## src/hdl/pmpc_pkg.sv

```systemverilog
// Package with offsets, field positions and reset values of the power and PHY control registers.
package pmpc_pkg;
    localparam logic [7:0] OFF_PM_CSR = 8'h48;
    localparam logic [7:0] OFF_PM_EXT = 8'h4a;
    localparam logic [7:0] OFF_PHY_CTRL = 8'hec;
    localparam logic [7:0] OFF_MISC_CFG = 8'hf0;
    localparam int BIT_WAKE_STS = 15;
    localparam int BIT_WAKE_EN = 8;
    localparam int BIT_COLD_WAKE = 15;
    localparam int BIT_LINK_ROUTE = 7;
    localparam int BIT_PHY_RST = 4;
    localparam int BIT_COMPLY = 3;
    localparam int BIT_PHY_PD = 2;
    localparam logic [15:0] PM_EXT_VALUE = 16'h0000;
    localparam logic [7:0] PHY_CTRL_RESET = 8'h08;
    localparam logic [1:0] POWER_STATE_FIELD_RESET = 2'h0;
    localparam logic [1:0] PWR_D3 = 2'h3;
    typedef enum logic [1:0] {
        PMPC_D0 = 2'b00,
        PMPC_D1 = 2'b01,
        PMPC_D2 = 2'b10,
        PMPC_D3 = 2'b11
    } pmpc_pwr_t;
endpackage : pmpc_pkg

```

## src/hdl/pmpc_regs.sv

```systemverilog
// Power-management control/status, extension and PHY control configuration registers.
// Behaviour
// - D3hot-to-D0 internal reset leaves CSR intact.
// - Wake event sets status regardless of enable.
// - Writing one clears status and wake output.
// - Data scale field reads zero.
// - Data select field reads zero.
// - Wake output asserts only while enabled.
// - Wake enable resets unless cold wake capable; global reset here clears it whatever the cold wake bit holds.
// - CSR bits 7-2 read zero.
// - Power state field is read/write.
// - Only global reset clears marked bits.
// - Extension register reads zero, read-only.
// - PHY control bits 31-8 read zero.
// - Bit 7 routes link-on output out.
// - PHY control bits 6-5 read zero.
// - Bit 4 drives PHY reset directly.
// - Bit 3 resets to one, EEPROM loadable.
// - Bit 2 drives PHY power-down.
// - Bits 1-0 EEPROM loaded, read back as stored.
// - Misc bit 15 programs cold wake capability.
`timescale 1ns/10ps
module pmpc_regs (
    input wire logic i_ref_clk,
    input wire logic i_rst_n,
    input wire logic i_func_rst_n,
    input wire logic i_cfg_wr,
    input wire logic i_cfg_rd,
    input wire logic [7:0] i_cfg_addr,
    input wire logic [3:0] i_cfg_be,
    input wire logic [31:0] i_cfg_wdata,
    input wire logic i_wake_event,
    input wire logic i_phy_link_on_output,
    input wire logic i_eeprom_load,
    input wire logic [7:0] i_eeprom_phy_bits,
    output logic [31:0] o_cfg_rdata,
    output logic o_cfg_ack,
    output logic o_wake_n,
    output logic o_phy_link_on_output,
    output logic o_phy_reset_control,
    output logic o_phy_power_down,
    output logic [1:0] o_power_state_field,
    output logic o_cold_state_wake_capable
);
    // Link-on input comes from the PHY; it passes two synchronizer flip-flops, then the output register.
    logic link_s1_reg;
    logic link_s1_next;
    logic link_s2_reg;
    logic link_s2_next;
    // Power-management control/status storage.
    logic sts_reg;
    logic sts_next;
    logic en_reg;
    logic en_next;
    logic cold_reg;
    logic cold_next;
    pmpc_pkg::pmpc_pwr_t pwr_reg;
    pmpc_pkg::pmpc_pwr_t pwr_next;
    // PHY control storage.
    logic link_route_reg;
    logic link_route_next;
    logic phy_rst_reg;
    logic phy_rst_next;
    logic comply_reg;
    logic comply_next;
    logic pd_reg;
    logic pd_next;
    logic [1:0] eep_reg;
    logic [1:0] eep_next;
    // Registered bus answer and pin drivers.
    logic [31:0] rdata_reg;
    logic [31:0] rdata_next;
    logic ack_reg;
    logic ack_next;
    logic wake_n_reg;
    logic wake_n_next;
    logic link_out_reg;
    logic link_out_next;
    // Write strobes decoded per dword.
    logic wr_csr;
    logic wr_phy;
    logic wr_misc;

    // True when a byte address falls in the dword of the given register offset.
    function automatic logic dword_hit(input logic [7:0] addr, input logic [7:0] off);
        return addr[7:2] == off[7:2];
    endfunction : dword_hit

    // Returns the 32-bit dword image seen at a config address.
    function automatic logic [31:0] read_word(input logic [7:0] addr, input logic sts,
        input logic en, input logic [1:0] pwr, input logic [7:0] phy, input logic cold);
        logic [31:0] w;
        w = 32'h0000_0000;
        if (dword_hit(addr, pmpc_pkg::OFF_PM_CSR)) begin
            // Upper half is the extension register, fixed at zero.
            w[31:16] = pmpc_pkg::PM_EXT_VALUE;
            w[pmpc_pkg::BIT_WAKE_STS] = sts;
            w[pmpc_pkg::BIT_WAKE_EN] = en;
            w[1:0] = pwr;
        end else if (dword_hit(addr, pmpc_pkg::OFF_PHY_CTRL)) begin
            w[7:0] = phy;
        end else if (dword_hit(addr, pmpc_pkg::OFF_MISC_CFG)) begin
            w[pmpc_pkg::BIT_COLD_WAKE] = cold;
        end
        return w;
    endfunction : read_word

    // Write strobes; the extension half of 48h has no storage, so writes vanish.
    always_comb begin
        wr_csr = i_cfg_wr && dword_hit(i_cfg_addr, pmpc_pkg::OFF_PM_CSR);
        wr_phy = i_cfg_wr && dword_hit(i_cfg_addr, pmpc_pkg::OFF_PHY_CTRL);
        wr_misc = i_cfg_wr && dword_hit(i_cfg_addr, pmpc_pkg::OFF_MISC_CFG);
    end

    // Next state of the synchronizer and control registers; the function reset never touches them.
    always_comb begin
        link_s1_next = i_phy_link_on_output;
        link_s2_next = link_s1_reg;
        sts_next = sts_reg;
        en_next = en_reg;
        pwr_next = pwr_reg;
        cold_next = cold_reg;
        link_route_next = link_route_reg;
        phy_rst_next = phy_rst_reg;
        comply_next = comply_reg;
        pd_next = pd_reg;
        eep_next = eep_reg;
        // i_func_rst_n models the D3hot-to-D0 reset and is deliberately unused here.
        if (wr_csr && i_cfg_be[1] && i_cfg_wdata[pmpc_pkg::BIT_WAKE_STS]) begin
            sts_next = 1'b0;
        end
        // A wake event is applied last, so it wins over a clear in the same cycle.
        if (i_wake_event) begin
            sts_next = 1'b1;
        end
        // Byte lane 1 carries the wake enable.
        if (wr_csr && i_cfg_be[1]) begin
            en_next = i_cfg_wdata[pmpc_pkg::BIT_WAKE_EN];
        end
        // Byte lane 0 carries the power-state field.
        if (wr_csr && i_cfg_be[0]) begin
            pwr_next = pmpc_pkg::pmpc_pwr_t'(i_cfg_wdata[1:0]);
        end
        // Only the cold-wake capability bit of the misc register is stored.
        if (wr_misc && i_cfg_be[1]) begin
            cold_next = i_cfg_wdata[pmpc_pkg::BIT_COLD_WAKE];
        end
        // The PHY control byte; reserved bits 6-5 have no storage at all.
        if (wr_phy && i_cfg_be[0]) begin
            link_route_next = i_cfg_wdata[pmpc_pkg::BIT_LINK_ROUTE];
            phy_rst_next = i_cfg_wdata[pmpc_pkg::BIT_PHY_RST];
            comply_next = i_cfg_wdata[pmpc_pkg::BIT_COMPLY];
            pd_next = i_cfg_wdata[pmpc_pkg::BIT_PHY_PD];
            eep_next = i_cfg_wdata[1:0];
        end
        // EEPROM preload wins over a simultaneous config write.
        if (i_eeprom_load) begin
            link_route_next = i_eeprom_phy_bits[pmpc_pkg::BIT_LINK_ROUTE];
            comply_next = i_eeprom_phy_bits[pmpc_pkg::BIT_COMPLY];
            eep_next = i_eeprom_phy_bits[1:0];
        end
    end

    // Read data, wake pin and link-on routing, all registered.
    always_comb begin
        rdata_next = rdata_reg;
        ack_next = i_cfg_rd || i_cfg_wr;
        if (i_cfg_rd) begin
            rdata_next = read_word(i_cfg_addr, sts_reg, en_reg, pwr_reg,
                {link_route_reg, 2'b00, phy_rst_reg, comply_reg, pd_reg, eep_reg},
                cold_reg);
        end
        wake_n_next = !(sts_next && en_next);
        link_out_next = link_route_reg && link_s2_reg;
    end

    // Registers; only the global reset clears them.
    always_ff @(posedge i_ref_clk) begin
        if (!i_rst_n) begin
            link_s1_reg <= 1'b0;
            link_s2_reg <= 1'b0;
            sts_reg <= 1'b0;
            // Cold-wake capability clears too, so wake enable defaults to zero.
            en_reg <= 1'b0;
            cold_reg <= 1'b0;
            pwr_reg <= pmpc_pkg::PMPC_D0;
            link_route_reg <= pmpc_pkg::PHY_CTRL_RESET[pmpc_pkg::BIT_LINK_ROUTE];
            phy_rst_reg <= pmpc_pkg::PHY_CTRL_RESET[pmpc_pkg::BIT_PHY_RST];
            comply_reg <= pmpc_pkg::PHY_CTRL_RESET[pmpc_pkg::BIT_COMPLY];
            pd_reg <= pmpc_pkg::PHY_CTRL_RESET[pmpc_pkg::BIT_PHY_PD];
            eep_reg <= pmpc_pkg::PHY_CTRL_RESET[1:0];
            rdata_reg <= 32'h0000_0000;
            ack_reg <= 1'b0;
            wake_n_reg <= 1'b1;
            link_out_reg <= 1'b0;
        end else begin
            link_s1_reg <= link_s1_next;
            link_s2_reg <= link_s2_next;
            sts_reg <= sts_next;
            en_reg <= en_next;
            cold_reg <= cold_next;
            pwr_reg <= pwr_next;
            link_route_reg <= link_route_next;
            phy_rst_reg <= phy_rst_next;
            comply_reg <= comply_next;
            pd_reg <= pd_next;
            eep_reg <= eep_next;
            rdata_reg <= rdata_next;
            ack_reg <= ack_next;
            wake_n_reg <= wake_n_next;
            link_out_reg <= link_out_next;
        end
    end

    assign o_cfg_rdata = rdata_reg;
    assign o_cfg_ack = ack_reg;
    assign o_wake_n = wake_n_reg;
    assign o_phy_link_on_output = link_out_reg;
    assign o_phy_reset_control = phy_rst_reg;
    assign o_phy_power_down = pd_reg;
    assign o_power_state_field = pwr_reg;
    assign o_cold_state_wake_capable = cold_reg;
endmodule : pmpc_regs

```

## config.mk

```make
export PLATFORM = sky130hd
export DESIGN_NAME = pmpc_regs
export DESIGN_NICKNAME = d
export VERILOG_FILES = /design/src/hdl/pmpc_pkg.sv /design/src/hdl/pmpc_regs.sv
export SDC_FILE = /design/constraint.sdc
export NUM_CORES = 1
export LEC_CHECK = 0
export ABC_AREA = 1
export BUFFER_PORTS_ARGS = -buffer_cell sky130_fd_sc_hd__buf_2
export CAP_MARGIN = 20
export CORE_MARGIN = 8
export CORE_UTILIZATION = 37
export CTS_BUF_LIST = sky130_fd_sc_hd__clkbuf_8
export DETAILED_ROUTE_END_ITERATION = 12
export PLACE_DENSITY = 0.83
export SLEW_MARGIN = 30
export SYNTH_ARGS = -nofsm -noshare
export SYNTH_HDL_FRONTEND = slang
export SYNTH_SLANG_ARGS = --single-unit
```

## constraint.sdc

```tcl
create_clock -name i_ref_clk -period 0.9 [get_ports i_ref_clk]
set_input_delay 0.18 -clock i_ref_clk [delete_from_list [all_inputs] [get_ports i_ref_clk]]
set_output_delay 0.18 -clock i_ref_clk [all_outputs]
set_load 0.01 [all_outputs]
```

==> results.sh, run 1 <==
export IMPL_drc_errors=0
export IMPL_dieArea_um2=5580
export IMPL_fmax_mhz=1110
export IMPL_fin_worst_skew_ns=0.00344
export IMPL_crit_chain="buf_6"
export IMPL_cts_sinks=24
export IMPL_cts_max_path_buffers=2
export IMPL_synth_seq_cells=24
export IMPL_wirelength_um=3200
export IMPL_vdd_drop_max_mv=0.545
export IMPL_clkTransAtPathRegs_ns=0.09
export IMPL_drt_iter0_drc=32
export IMPL_period_needed_ns=0.899
export IMPL_worst_endpoint_required_ns=0.72
export IMPL_synthesis_area_um2=1280
export IMPL_antenna_found_initial=0
export IMPL_dp_final_hpwl_um=2490
export IMPL_cts_tree="done"
export IMPL_p_leak_uw=0.000950
export IMPL_worstPathArrival_ns=0.72
export IMPL_die_x_um=74.7
export IMPL_path_class="flop to primary output"
export IMPL_overflow=0
export IMPL_dr_pass1_iters=4
export IMPL_grt_use_total=0.110
export IMPL_start_util=0.382
export IMPL_clk_latency_ns=0.27
export IMPL_status="completed"
export IMPL_synthCells=177
export IMPL_num_antenna_cells=0
export IMPL_cap_viol_max_count=0
export IMPL_clockRootBuffer="clkbuf_8"
export IMPL_fin_crit_sh=0.999
export IMPL_slew_violations=0
export IMPL_die_h_um=74.7
export IMPL_place_area_um2=1540
export IMPL_routedWlPerCell_um=11.3
export IMPL_setup_viol=0
export IMPL_drive_gt1_frac=0.374
export IMPL_critical_path_top_delay_family="flip-flops"
export IMPL_yosysSeqAreaShare=0.376
export IMPL_row_count=21
export IMPL_cp_slowest_stage_delay_ns=0.35
export IMPL_slowest_stage="dfxtp_2"
export IMPL_syn2layout_area_growth_pct=39.3
export IMPL_layout_nets=299
export IMPL_rsz0062_at_grt="true"
export IMPL_h_tree_depth=1
export IMPL_synth_area_per_cell_um2=7.21
export IMPL_detail_route_antenna_nets=0
export IMPL_power_density_nw_per_um2=1350
export IMPL_place_congestion=0.892
export IMPL_largest_reg_flops=8
export IMPL_fin_tns_setup_ns=0
export IMPL_hp_class="primary input to flop"
export IMPL_vias=1236
export IMPL_n_fill_cell=332
export IMPL_grt_pass1_vias=1180
export IMPL_viasPerCell=4.35
export IMPL_fin_total_pwr_uw=2410
export IMPL_start_kind="flop"
export IMPL_yosysWarningCount=0
export IMPL_port_buffers=42
export IMPL_numCtsBuffers=3
export IMPL_grt_max_degree=15
export IMPL_whs_ns=0.0883
export IMPL_design_area_um2=1780
export IMPL_finalHoldViolations=0
export IMPL_worst_path_buf_inv=1
export IMPL_ys_types=22
export IMPL_pin_count=100
export IMPL_grt_pass1_wl_um=4890
export IMPL_crit_path_max_fanout=2
export IMPL_endpoint_kind="primary output"
export IMPL_core_um2=3340
-- what timing repair did --
action | in CTS | in global routing
gates resized for setup | 25 | 6
buffers inserted | 5 | 2
pin swaps | 0 | 0
endpoints found under the setup margin | 14 | 16
hold buffers | 0 | 0
-- cells in the mapped netlist, drive strengths merged --
library cell | n | area (um2)
nand2 | 37 | 156
nor2 | 28 | 131
buf | 26 | 196
dfxtp | 24 | 480
nand3 | 18 | 95.1
inv | 17 | 63.8
a21oi | 10 | 50.1
o21ai | 7 | 35.0
nand4 | 3 | 18.8
clkbuf | 2 | 7.51
nor3 | 2 | 10.0
conb | 1 | 3.75
nand3b | 1 | 20.0
o211ai | 1 | 7.51
-- where the power goes --
group	switching, uW	internal (uW)
combinational	206	147
clock	346	594
sequential	17.5	1090
-- layer usage --
layer  wire [um]  vias to the layer above  global-route usage
met5           0                        -                   0
met4          15                        0              0.0261
met3         302                        4              0.0399
met2        1570                       43               0.188
met1        1320                      555               0.127
li1            -                      634                   -
-- stage by stage --
stage	setup slack (ns)	cells	util
finish	0.00120	284	0.533
floorplan	0.0214	200	-
detailed placement	-0.195	273	0.460
global placement	-0.183	273	0.460
CTS	-0.00727	282	0.519
global route	-0.0185	284	0.533
-- cell usage in the layout, fill, tap and decap left out, types with 2 or more instances in the layout --
cell,count
inv_1,17
conb_1,24
buf_2,27
dfxtp_2,15
clkbuf_8,3
buf_6,15
nand2_4,2
nand2_1,34
a21oi_1,10
o21ai_0,7
dfxtp_1,9
nand4_1,3
nor2_1,25
buf_4,19
nand3_1,17
nor2_4,2
nor3_1,2
-- final timing paths --
path | startpoint | end | slack (ns) | cells past startpoint
max | o_cold_state_wake_capable | o_cold_state_wake_capable | 0.001 | 1
min | i_phy_link_on_output | link_s1_reg | 0.09 | 3
max reg2reg | o_power_state_field[1] | o_cfg_rdata[1] | 0.06 | 5
min reg2reg | link_s2_reg | o_phy_link_on_output | 0.42 | 2
-- cell families (layout without fill, tap and decap cells) --
family | Yosys count | in the layout | share of synthesized area
AO/OA/AOI/OAI | 18 | 18 | 0.0725
buffers and inverters | 45 | 83 | 0.210
flip-flops | 24 | 24 | 0.376
other | 1 | 24 | 0.00294
AND/OR/NAND/NOR | 89 | 89 | 0.338
-- cell type report --
class | instances | area (um2) | area share
tap | 46 | 57.6 | 0.0324
multi-input combinational | 131 | 619 | 0.348
sequential | 24 | 499 | 0.281
inverter | 17 | 63.8 | 0.0359
timing repair buffer | 62 | 467 | 0.262
clock buffer | 3 | 41.3 | 0.0232
clock inverter | 1 | 30.0 | 0.0169
Power figures use the tool's default switching activity.
==> inputs of run 2 (changes only) <==
==> config.mk (replaced) <==
export PLATFORM = sky130hd
export DESIGN_NAME = pmpc_regs
export DESIGN_NICKNAME = d
export VERILOG_FILES = /design/src/hdl/pmpc_pkg.sv /design/src/hdl/pmpc_regs.sv
export SDC_FILE = /design/constraint.sdc
export NUM_CORES = 1
export LEC_CHECK = 0
export BUFFER_PORTS_ARGS = -buffer_cell sky130_fd_sc_hd__buf_2
export CAP_MARGIN = 15
export CORE_MARGIN = 8
export CORE_UTILIZATION = 36
export CTS_BUF_LIST = sky130_fd_sc_hd__clkbuf_8
export DETAILED_ROUTE_END_ITERATION = 12
export PLACE_DENSITY = 0.82
export SYNTH_ARGS = -nofsm -noshare
export SYNTH_HDL_FRONTEND = slang
export SYNTH_SLANG_ARGS = --single-unit
==> run 2 against run 1 <==
Synthesized area shrank 3.2%. Fmax shrank 0.98%. Routed wire length grew 8.9%. The run now ends with setup timing left. Sequential share of layout area grew 0.43 points. Synthesized cell count shrank 19%. Critical path depth is the same.
==> results.sh, run 2 <==
export IMPL_endpoint_kind="primary output"
export IMPL_critical_path_top_delay_family="flip-flops"
export IMPL_synth_main_ff_cell="dfxtp_1"
export IMPL_worst_path_buf_inv=1
export IMPL_synth_seq_cells=24
export IMPL_detail_route_antenna_nets=0
export IMPL_crit_path_max_fanout=2
export IMPL_synth_area_top_cells="dfxtp_1 39%, buf_4 16%, nand4_1 6.1%, a21oi_1 3.6%, o31ai_1 3.6%"
export IMPL_ys_top_cells_by_count="26 x buf_4, 24 x dfxtp_1, 12 x nand4_1, 9 x a21oi_1"
export IMPL_crit_chain="buf_6"
export IMPL_row_count=21
export IMPL_viasPerCell=4.88
export IMPL_power_density_nw_per_um2=1370
export IMPL_place_area_um2=1470
export IMPL_setup_viol=3
export IMPL_dp_final_hpwl_um=2670
export IMPL_clk_latency_ns=0.27
export IMPL_violations="setup timing"
export IMPL_dr_pass1_iters=4
export IMPL_worstPathArrival_ns=0.73
export IMPL_wirelength_um=3490
export IMPL_cp_slowest_stage_delay_ns=0.34
export IMPL_antenna_found_initial=0
export IMPL_grt_max_degree=18
export IMPL_num_antenna_cells=0
export IMPL_drt_iter0_drc=111
export IMPL_cts_sinks=24
export IMPL_yosysWarningCount=0
export IMPL_fin_total_pwr_uw=2400
export IMPL_slowest_stage="dfxtp_2"
export IMPL_reg2reg_from="o_cold_state_wake_capable"
export IMPL_grt_pass1_vias=1195
export IMPL_layout_nets=260
export IMPL_start_util=0.373
export IMPL_synth_edf_count=0
export IMPL_fin_crit_sh=1.01
export IMPL_layout_commonest_cell="buf_2"
export IMPL_whs_ns=0.116
export IMPL_clkTransAtPathRegs_ns=0.09
export IMPL_cts_tree="done"
export IMPL_synthArstFlopShare=0
export IMPL_start_kind="flop"
export IMPL_cts_max_path_buffers=2
export IMPL_startpoint="o_power_state_field[0]"
export IMPL_slew_violations=0
export IMPL_yosysSeqAreaShare=0.389
export IMPL_pin_count=100
export IMPL_synthesis_area_um2=1230
export IMPL_routedWlPerCell_um=14.2
export IMPL_die_x_um=74.6
export IMPL_drc_errors=0
export IMPL_dieArea_um2=5560
export IMPL_clockRootBuffer="clkbuf_8"
export IMPL_largest_reg_flops=8
export IMPL_cap_viol_max_count=0
export IMPL_ctsHoldBuffers=0
export IMPL_synth_area_per_cell_um2=8.64
export IMPL_finalHoldViolations=0
export IMPL_grt_use_total=0.125
export IMPL_p_leak_uw=0.000754
export IMPL_hold_start="i_phy_link_on_output"
export IMPL_yosys_cell_count_top_type="buf_4"
export IMPL_place_congestion=0.805
export IMPL_synthCells=143
export IMPL_layout_common_cells="28 x buf_2, 24 x conb_1, 15 x buf_6, 15 x buf_4, 14 x dfxtp_2"
export IMPL_fmax_mhz=1100
export IMPL_grt_pass1_wl_um=5490
export IMPL_status="complete, but fails checks"
export IMPL_drive_gt1_frac=0.447
export IMPL_die_h_um=74.6
export IMPL_syn2layout_area_growth_pct=41.4
export IMPL_worst_endpoint_required_ns=0.72
export IMPL_port_buffers=42
export IMPL_rsz0062_at_grt="true"
export IMPL_core_um2=3310
export IMPL_numCtsBuffers=3
export IMPL_ys_types=29
export IMPL_vdd_drop_max_mv=0.661
export IMPL_h_tree_depth=1
export IMPL_layout_setup_ws_ns=-0.00765
export IMPL_yosysTopAreaCellShare=0.389
export IMPL_period_needed_ns=0.908
export IMPL_fin_worst_skew_ns=0.00856
export IMPL_vias=1196
export IMPL_overflow=0
export IMPL_path_class="flop to primary output"
export IMPL_design_area_um2=1750
export IMPL_synth_largest_area_cell="dfxtp_1"
export IMPL_hp_class="primary input to flop"
run 2: final timing paths:
path	end	slack, ns	cells past startpoint
max	o_power_state_field[0]	-0.008	1
min	link_s1_reg	0.12	2
max reg2reg	o_cold_state_wake_capable	0.06	3
min reg2reg	link_s2_reg	0.46	1
run 2: where the power goes:
part | leakage, uW | internal (uW) | switching, uW | total (uW)
Clock | 0.0000357 | 595 | 353 | 948
Sequential | 0.000203 | 1090 | 17.1 | 1110
Combinational | 0.000516 | 141 | 198 | 339
Total | 0.000754 | 1830 | 568 | 2400
run 2: per-stage QoR:
stage | cells | util | setup TNS [ns] | setup slack, ns
final | 245 | 0.528 | -0.0105 | -0.00765
after global routing | 245 | 0.528 | -0.255 | -0.0332
after CTS | 242 | 0.507 | -0.0177 | -0.00571
after detailed placement | 232 | 0.443 | -3.81 | -0.257
after global placement | 232 | 0.443 | -3.14 | -0.192
after floorplan | 166 | - | -0.168 | -0.0482
run 2: cell type report:
type	count	area [um2]
clock buffers	3	41.3
well taps	46	57.6
fillers	306	1560
flip-flops and latches	24	498
inverters	3	11.3
clock inverters	1	30.0
repair buffers	60	462
multi-input cells	108	647
run 2: logic make-up after synthesis:
family / after synthesis / synth area share
AOI/OAI and AO/OA: 30 / 0.145
buffers and inverters: 34 / 0.189
DFF: 24 / 0.389
other: 1 / 0.00304
muxes: 4 / 0.0324
and+or+nand+nor: 50 / 0.241
run 2: timing repair:
item,CTS,global route
setup endpoints to repair,14,27
resized for setup,27,11
setup buffers,6,3
pin swaps,0,1
run 2: worst reg2reg max path, stage by stage, from the launching register on:
cell and delay, ns:
dfxtp_2 0.34, buf_4 0.10, a21bo_1 0.20, a21oi_2 0.13
run 2: routing by layer:
| layer | part of all wire | wire length [um] | GRT usage | up-vias |
|---|---|---|---|---|
| met5 | 0 | 0 | 0 | - |
| met4 | 0.017 | 59 | 0.0652 | 0 |
| met3 | 0.084 | 292 | 0.0189 | 7 |
| met2 | 0.51 | 1760 | 0.212 | 61 |
| met1 | 0.39 | 1370 | 0.149 | 547 |
| li1 | - | - | - | 581 |
